## config.mk

```make
export PLATFORM = sky130hd
export DESIGN_NAME = cmsl_chip_config
export DESIGN_NICKNAME = d
export VERILOG_FILES = /design/src/cmsl_pkg.sv /design/src/cmsl_chip_config.sv /design/src/cmsl_strap_sync.sv
export SDC_FILE = /design/constraint.sdc
export NUM_CORES = 1
export LEC_CHECK = 0
export BUFFER_PORTS_ARGS = -buffer_cell sky130_fd_sc_hd__buf_2
export CORE_MARGIN = 2
export CORE_UTILIZATION = 40
export CTS_CLUSTER_SIZE = 20
export DETAILED_ROUTE_END_ITERATION = 8
export PLACE_DENSITY = 0.62
export SYNTH_ARGS = -nofsm -noshare
export SYNTH_HDL_FRONTEND = slang
export SYNTH_SLANG_ARGS = --single-unit
```

## constraint.sdc

```tcl
create_clock -name clk_sys -period 1.2 [get_ports clk_sys]
set_input_delay 0.18 -clock clk_sys [delete_from_list [all_inputs] [get_ports clk_sys]]
set_output_delay 0.18 -clock clk_sys [all_outputs]
set_load 0.02 [all_outputs]
```

## src/cmsl_pkg.sv

```systemverilog
// Purpose: Shared constants and types for chip mode, security, low power
// Assumes: Single system clock, straps sampled during reset
// Notes: Mode codes follow the strap order c,b,a
package cmsl_pkg;

    // ==========================================================
    // Mode codes
    localparam logic [2:0] MODE_SPECIAL_SINGLE = 3'h0;
    localparam logic [2:0] MODE_EMUL_NARROW = 3'h1;
    localparam logic [2:0] MODE_SPECIAL_TEST = 3'h2;
    localparam logic [2:0] MODE_EMUL_WIDE = 3'h3;
    localparam logic [2:0] MODE_NORMAL_SINGLE = 3'h4;
    localparam logic [2:0] MODE_NORMAL_NARROW = 3'h5;
    localparam logic [2:0] MODE_PERIPHERAL = 3'h6;
    localparam logic [2:0] MODE_NORMAL_WIDE = 3'h7;

    // ==========================================================
    // Reset values and widths
    localparam logic [2:0] MODE_RESET = 3'h0;
    localparam logic FLASH_VIS_RESET = 1'b1;
    localparam logic SECURED_RESET = 1'b1;
    localparam int SYNC_STAGES = 3;

    // ==========================================================
    // Power states
    typedef enum logic [1:0] {
        PWR_RUN,
        PWR_WAIT,
        PWR_PSTOP,
        PWR_STOP
    } cmsl_pwr_t;

    // Captured straps
    typedef struct packed {
        logic [2:0] modeCode;
        logic flashVisStrap;
        logic oscStrap;
    } cmsl_strap_t;

    // Decoded configuration
    typedef struct packed {
        logic [2:0] modeCode;
        logic flashVisibleBit;
        logic expandedMode;
        logic specialMode;
    } cmsl_cfg_t;

    // Flash-visible bit for a mode and strap
    function automatic logic flash_vis_map(input logic [2:0] m,
                                           input logic s);
        logic v;
        v = 1'b1;
        unique case (m)
            MODE_SPECIAL_SINGLE: v = 1'b1;
            MODE_EMUL_NARROW, MODE_EMUL_WIDE: v = ~s;
            MODE_SPECIAL_TEST: v = 1'b0;
            MODE_NORMAL_SINGLE: v = 1'b1;
            MODE_NORMAL_NARROW, MODE_NORMAL_WIDE: v = s;
            MODE_PERIPHERAL: v = 1'b1;
        endcase
        return v;
    endfunction

    // Expanded bus in this mode
    function automatic logic is_expanded(input logic [2:0] m);
        return (m != MODE_SPECIAL_SINGLE) && (m != MODE_NORMAL_SINGLE)
            && (m != MODE_PERIPHERAL);
    endfunction

endpackage

```

## src/cmsl_chip_config.sv

```systemverilog
// Purpose: Chip mode capture, flash visibility, security, low power entry
// Assumes: Core reset chipRst_n asserted while straps are valid
// Notes: Straps and wake pin pass the three-flop pin synchroniser
// Function
// Latch three mode straps into mode status at reset release
// Latch flash-visibility strap into flash-visible bit at reset release
// Flash-visible bit one maps internal flash, zero hides it
// Mode status shows current mode; only limited software changes
// Code 000: special single chip, flash visible, debug active at once
// Other modes: debug allowed, active only after host activation command
// Codes 001/011: emulation narrow/wide, flash visible is inverted strap
// Code 010: special test wide, flash forced hidden
// Code 100: normal single chip, flash forced visible
// Codes 101/111: normal narrow/wide, flash visible equals strap
// Board must never strap 110; that mode forces flash visible
// Oscillator strap: one Colpitts, zero Pierce or external clock
// Secured state comes from flash security bits, persists over resets
// Secured normal single chip: all as unsecured but debug blocked
// Secured reset into expanded: flash disabled, debug blocked
// Unsecure by erase, reset to special single chip, erase verify
// Any reset before reprogramming returns device to secured
// Backdoor key access can also unsecure
// Full stop halts clocks and oscillator; wake by reset or irq
// Pseudo stop keeps oscillator, timer, watchdog; others off; code leaves clocksOn on in pseudo stop
// Wait halts cpu, buses static, peripherals run
// Straps sampled during reset; captured values hold afterwards
`timescale 1ns/10ps
`default_nettype none
module cmsl_chip_config
    import cmsl_pkg::*;
(
    input wire logic clk_sys,
    input wire logic rst_n,
    input wire logic chipRst_n,
    input wire logic mode_strap_c,
    input wire logic mode_strap_b,
    input wire logic mode_strap_a,
    input wire logic flash_visibility_strap,
    input wire logic oscillator_type_strap,
    input wire logic flashSecureBits,
    input wire logic eraseVerifyOk,
    input wire logic backdoorKeyOk,
    input wire logic debugActivateCmd,
    input wire logic modeWrite,
    input wire logic [2:0] modeWriteData,
    input wire logic stopInstr,
    input wire logic pseudoStopEn,
    input wire logic wait_instruction,
    input wire logic extIrq,
    output cmsl_cfg_t chipCfg,
    output logic [2:0] modeStatus,
    output logic flash_visible_bit,
    output logic flashMapped,
    output logic colpittsSel,
    output logic securedState,
    output logic eraseVerifyRun,
    output logic background_debugActive,
    output logic background_debugBlocked,
    output logic clocksOn,
    output logic oscOn,
    output logic periodic_interruptClkOn,
    output logic watchdog_submoduleClkOn,
    output logic periphClkOn,
    output logic cpuHalted,
    output cmsl_pwr_t pwrState
);
    // ==========================================================
    // Pin synchronisation
    cmsl_strap_t strapSync;
    logic irqSync;
    logic inReset;
    logic [2:0] mode_q;
    logic flashVis_q;
    logic osc_q;
    logic secured_q;
    logic verify_q;
    logic dbgAct_q;
    logic chipRstSync_n;
    logic chipRstPrev_q;
    logic [2:0] capMode_q;
    logic capVis_q;
    logic capOsc_q;
    logic modeOk;
    logic expanded;
    cmsl_pwr_t pwr_q;
    logic [6:0] syncOut;

    cmsl_strap_sync #(.W(7)) uSync
    (
        .clk_sys(clk_sys),
        .rst_n(rst_n),
        .asyncIn({mode_strap_c, mode_strap_b, mode_strap_a,
                  flash_visibility_strap, oscillator_type_strap,
                  extIrq, chipRst_n}),
        .syncOut(syncOut)
    );

    // Unpack synchronised pins
    assign strapSync = cmsl_strap_t'(syncOut[6:2]);
    assign irqSync = syncOut[1];
    assign chipRstSync_n = syncOut[0];
    assign inReset = ~chipRstSync_n;

    // ==========================================================
    // Continuous strap sampling during reset
    always_ff @(posedge clk_sys or negedge rst_n)
    begin
        if (!rst_n)
        begin
            capMode_q <= MODE_RESET;
            capVis_q <= FLASH_VIS_RESET;
            capOsc_q <= 1'b0;
        end
        else if (inReset)
        begin
            capMode_q <= strapSync.modeCode;
            capVis_q <= strapSync.flashVisStrap;
            capOsc_q <= strapSync.oscStrap;
        end
    end

    // Reset release edge detect
    always_ff @(posedge clk_sys or negedge rst_n)
    begin
        if (!rst_n)
            chipRstPrev_q <= 1'b0;
        else
            chipRstPrev_q <= chipRstSync_n;
    end

    // Limited switching: special modes may move, normal modes may not
    assign modeOk = modeWrite && (mode_q[2] == 1'b0)
        && (modeWriteData != MODE_PERIPHERAL);

    // ==========================================================
    // Mode and flash-visible bit
    always_ff @(posedge clk_sys or negedge rst_n)
    begin
        if (!rst_n)
        begin
            mode_q <= MODE_RESET;
            flashVis_q <= FLASH_VIS_RESET;
            osc_q <= 1'b0;
        end
        else if (chipRstSync_n && !chipRstPrev_q)
        begin
            mode_q <= capMode_q;
            flashVis_q <= flash_vis_map(capMode_q, capVis_q);
            osc_q <= capOsc_q;
        end
        else if (chipRstSync_n && modeOk)
            mode_q <= modeWriteData;
    end

    // ==========================================================
    // Security state
    always_ff @(posedge clk_sys or negedge rst_n)
    begin
        if (!rst_n)
        begin
            secured_q <= SECURED_RESET;
            verify_q <= 1'b0;
        end
        else if (inReset)
        begin
            secured_q <= flashSecureBits;
            verify_q <= 1'b0;
        end
        else if (chipRstSync_n && !chipRstPrev_q)
            verify_q <= secured_q && (capMode_q == MODE_SPECIAL_SINGLE);
        else if (backdoorKeyOk)
            secured_q <= 1'b0;
        else if (verify_q && eraseVerifyOk)
        begin
            secured_q <= 1'b0;
            verify_q <= 1'b0;
        end
    end

    // ==========================================================
    // Background debug activation
    always_ff @(posedge clk_sys or negedge rst_n)
    begin
        if (!rst_n)
            dbgAct_q <= 1'b0;
        else if (inReset)
            dbgAct_q <= 1'b0;
        else if (chipRstSync_n && !chipRstPrev_q)
            dbgAct_q <= (capMode_q == MODE_SPECIAL_SINGLE);
        else if (debugActivateCmd)
            dbgAct_q <= 1'b1;
    end

    // ==========================================================
    // Low power state
    always_ff @(posedge clk_sys or negedge rst_n)
    begin
        if (!rst_n)
            pwr_q <= PWR_RUN;
        else if (inReset)
            pwr_q <= PWR_RUN;
        else
        begin
            unique case (pwr_q)
                PWR_RUN:
                begin
                    if (stopInstr)
                        pwr_q <= pseudoStopEn ? PWR_PSTOP : PWR_STOP;
                    else if (wait_instruction)
                        pwr_q <= PWR_WAIT;
                end
                PWR_WAIT, PWR_PSTOP, PWR_STOP:
                begin
                    if (irqSync)
                        pwr_q <= PWR_RUN;
                end
            endcase
        end
    end

    // ==========================================================
    // Outputs
    assign expanded = is_expanded(mode_q);
    assign modeStatus = mode_q;
    assign flash_visible_bit = flashVis_q;
    assign flashMapped = flashVis_q && !(secured_q && expanded);
    assign colpittsSel = osc_q;
    assign securedState = secured_q;
    assign eraseVerifyRun = verify_q;
    assign background_debugBlocked = secured_q && !verify_q;
    assign background_debugActive = dbgAct_q && !background_debugBlocked;
    assign chipCfg = '{modeCode: mode_q, flashVisibleBit: flashVis_q,
                       expandedMode: expanded, specialMode: ~mode_q[2]};
    assign pwrState = pwr_q;
    assign clocksOn = (pwr_q != PWR_STOP);
    assign oscOn = (pwr_q != PWR_STOP);
    assign periodic_interruptClkOn = (pwr_q != PWR_STOP);
    assign watchdog_submoduleClkOn = (pwr_q != PWR_STOP);
    assign periphClkOn = (pwr_q == PWR_RUN) || (pwr_q == PWR_WAIT);
    assign cpuHalted = (pwr_q != PWR_RUN);
endmodule
`default_nettype wire

```

## src/cmsl_strap_sync.sv

```systemverilog
// Purpose: Three-stage synchroniser for strap and wake pins
// Assumes: Inputs asynchronous to clk_sys
// Notes: Output changes once stages two and three agree
`timescale 1ns/10ps
`default_nettype none
module cmsl_strap_sync
#(
    parameter int W = 5
)
(
    input wire logic clk_sys,
    input wire logic rst_n,
    input wire logic [W-1:0] asyncIn,
    output logic [W-1:0] syncOut
);
    logic [W-1:0] s1_q;
    logic [W-1:0] s2_q;
    logic [W-1:0] s3_q;

    // ==========================================================
    // Shift chain
    always_ff @(posedge clk_sys or negedge rst_n)
    begin
        if (!rst_n)
        begin
            s1_q <= '0;
            s2_q <= '0;
            s3_q <= '0;
        end
        else
        begin
            s1_q <= asyncIn;
            s2_q <= s1_q;
            s3_q <= s2_q;
        end
    end

    // Accept per bit once stages agree
    always_ff @(posedge clk_sys or negedge rst_n)
    begin
        if (!rst_n)
            syncOut <= '0;
        else
            syncOut <= (s2_q & s3_q) | (syncOut & (s2_q | s3_q));
    end
endmodule
`default_nettype wire

```

==> results.json <==
{
  "use_met3_pct": 5.36,
  "dieArea_um2": 4710,
  "root_buffer": "clkbuf_8",
  "ff2ff_setup_slack_ps": 20,
  "synth_top_family_by_area": "simple AND/OR/NAND/NOR gates",
  "synth_fa_ha_area_share_pct": 4.20,
  "rows": 23,
  "report.final.hold_viol_count": 0,
  "synth-seq-cells": 44,
  "placed_area_um2": 1930,
  "synth_cell_type_count": 33,
  "cp-start-kind": "flop",
  "muxShareOfSynthArea_pct": 4.27,
  "grt_busiest_layer": "met2",
  "crit_required_ps": 1020,
  "syn_to_final_growth_pct": 37.1,
  "whs_path_depth": 3,
  "seq_area_frac_synth_pct": 66.2,
  "antenna_found_initial": 0,
  "route.detailed.drc": 0,
  "period_share_pct": 112,
  "htree_levels": 2,
  "yosysTopAreaCell": "dfrtp_1",
  "dp_cells": 209,
  "detailedPlace.worstSlack_ps": 96.4,
  "nFillCells": 327,
  "core-area_um2": 4000,
  "numClockSinks": 44,
  "reg2reg_to": "pwrState[0]",
  "cellPowerDensity_nw_per_um2": 1720,
  "layout.nets": 203,
  "synth_area_per_cell_um2": 13.8,
  "synth_fp_nets": 141,
  "dp_hpwl_um": 2000,
  "floorplan.initialDensity_pct": 41.7,
  "diodes": 0,
  "vias": 1095,
  "cts_inserted_buffers": 5,
  "overflow": 0,
  "yosys.area_share.simple_pct": 10.4,
  "totalWireLength_um": 3090,
  "place.gp.congestion": 0.769,
  "ys_warn_count": 0,
  "syn_area_um2": 1670,
  "grt_usage_pct": 14.4,
  "ios": 44,
  "reg2regPathDepth": 4,
  "min_path_type": "input port to flop",
  "outcome": "finished with violations",
  "die_h_um": 68.6,
  "fin_tns_setup_ps": -973,
  "cp_max_fo": 4,
  "yosysTopAreaCellShare_pct": 61.5,
  "slew_headroom_pct": 77.9,
  "layout_min_cycle_time_ps": 1350,
  "dr.first_iter.drc_count": 51,
  "crit_start": "flash_visible_bit",
  "grt_pass1_wl_um": 4750,
  "synth_compound_area_share_pct": 8.32,
  "setup-violations-final": 13,
  "max_freq_mhz": 741,
  "io_buffers": 43,
  "synth.top_cells.by_area": "dfrtp_1 61%, dfstp_2 4.7%, buf_4 4.5%",
  "die_w_um": 68.6,
  "clkLatencyLatePin_ps": 300,
  "slew_viol_final": 0,
  "clk_pin_slew_ps": 80,
  "tritoncts": "built",
  "final_area_um2": 2290,
  "drive_above_1_share_pct": 45.1,
  "avgRoutedWirePerCell_um": 13.2,
  "cap_violations": 0,
  "synthCells": 121,
  "rsz0062_at_grt": "true",
  "crit_type": "flop to primary output",
  "grt_pass1_vias": 1063,
  "tightest_slew_ps": 328,
  "met1_usage_pct": 16.3,
  "finClkSkew_ps": 6.31,
  "finalWorstSetupSlack_ps": -149,
  "min-delay-start": "flashSecureBits",
  "ant_nets": 0,
  "irDropWorstVdd_v": 0.000888,
  "met2_usage_pct": 23.6,
  "r2r-start": "pwrState[0]",
  "cts_buffer_depth": 2,
  "violations": "negative setup slack",
  "viasPerCell": 4.68,
  "arrival_ps": 1170,
  "worst_hold_path.endpoint": "securedState",
  "synth_xor_xnor_area_share_pct": 0.525,
  "end_kind": "primary output",
  "grt_max_degree": 45,
  "final_core_util_pct": 57.2,
  "dr.pass1.iters": 4,
  "layout.cells.non_filler": 234,
  "power_leakage_nw": 1.08
}
-- worst max-delay path by stage --
| stage | slack (ps) | end |
|---|---|---|
| after global routing | -200 | flashMapped |
| after floorplan | -8 | flashMapped |
| after CTS | -150 | background_debugActive |
| after global placement | 110 | capMode_q[2] |
| after detailed placement | 100 | eraseVerifyRun |
| final | -150 | flashMapped |
-- cells in the final DEF, fill, tap and decap left out, types with 3 or more instances in the layout --
cell type       n
a21oi_1         3
buf_6          15
maj3_1          7
nor2b_1         3
buf_4          13
dfstp_2         3
nor2_1          6
dfrtp_2         3
o21a_1          3
buf_2          29
dlygate4sd3_1   8
nand2b_1        6
mux2_1          5
clkbuf_8        6
dfrtp_1        38
-- worst max-delay path, stage by stage (launching register included) --
cell	delay, ps
dfstp_2	580
a21boi_2	170
buf_6	130
-- kinds of logic (layout without fill, tap and decap cells) --
family / Yosys count / in the layout
flops: 44 / 44
simple gates: 29 / 29
compound gates: 19 / 19
buf+inv: 15 / 78
fa+ha+maj: 7 / 7
mux: 6 / 6
xor+xnor: 1 / 1
-- layout make-up --
type	instances	area, um^2	area share (%)
Inverter	4	17.5	0.765
Tap cell	50	62.6	2.73
Clock inverter	2	10.0	0.437
Clock buffer	6	82.6	3.61
Multi-Input combinational cell	62	495	21.7
Sequential cell	44	1110	48.4
Timing Repair Buffer	66	512	22.4
-- metal layers --
layer	part of all wire (%)	up-vias
li1	-	521
met1	42	528
met2	49	41
met3	6.9	5
met4	1.8	0
met5	0	-
-- per-stage QoR --
stage	power (mW)	hold WS, ps
after floorplan	2.48	-116
after global placement	2.71	171
after detailed placement	2.74	176
after CTS	3.83	89.1
after global routing	4.18	101
final	3.93	91.9
-- cells in the mapped netlist, drive strengths merged --
cell     n
a21boi   3
a21o     2
a21oi    3
a221oi   1
a31oi    1
buf     11
dfrtp   41
dfstp    3
inv      4
maj3     7
mux2     6
nand2    3
nand2b   7
nand3    1
nand3b   1
nand4    1
nor2     6
nor2b    5
nor3     2
nor3b    1
nor4bb   1
o211a    2
o21a     3
o21ai    2
o22ai    2
or2      1
xor2     1
-- registers in the layout (all words and copies together), names as in the netlist, 2 cells and up --
signal / cells
uSync.s1_q: 7
uSync.s2_q: 7
uSync.s3_q: 7
uSync.syncOut: 7
capMode_q: 3
modeStatus: 3
pwrState: 2
-- report_power, final --
group / leakage [nW] / total, mW / switching (mW) / internal, mW
clock network: 0.0510 / 0.932 / 0.473 / 0.459
registers: 0.512 / 1.82 / 0.140 / 1.68
logic: 0.519 / 1.18 / 0.586 / 0.589
total: 1.08 / 3.93 / 1.20 / 2.73
-- timing repair --
action                                  CTS  global route
hold buffers                              8             0
pin swaps                                 3             4
setup buffers                             7             2
hold endpoints to repair                 48             0
resized for setup                        10            29
endpoints found under the setup margin   12            21
Note: power is estimated with default switching activity, not from simulation.
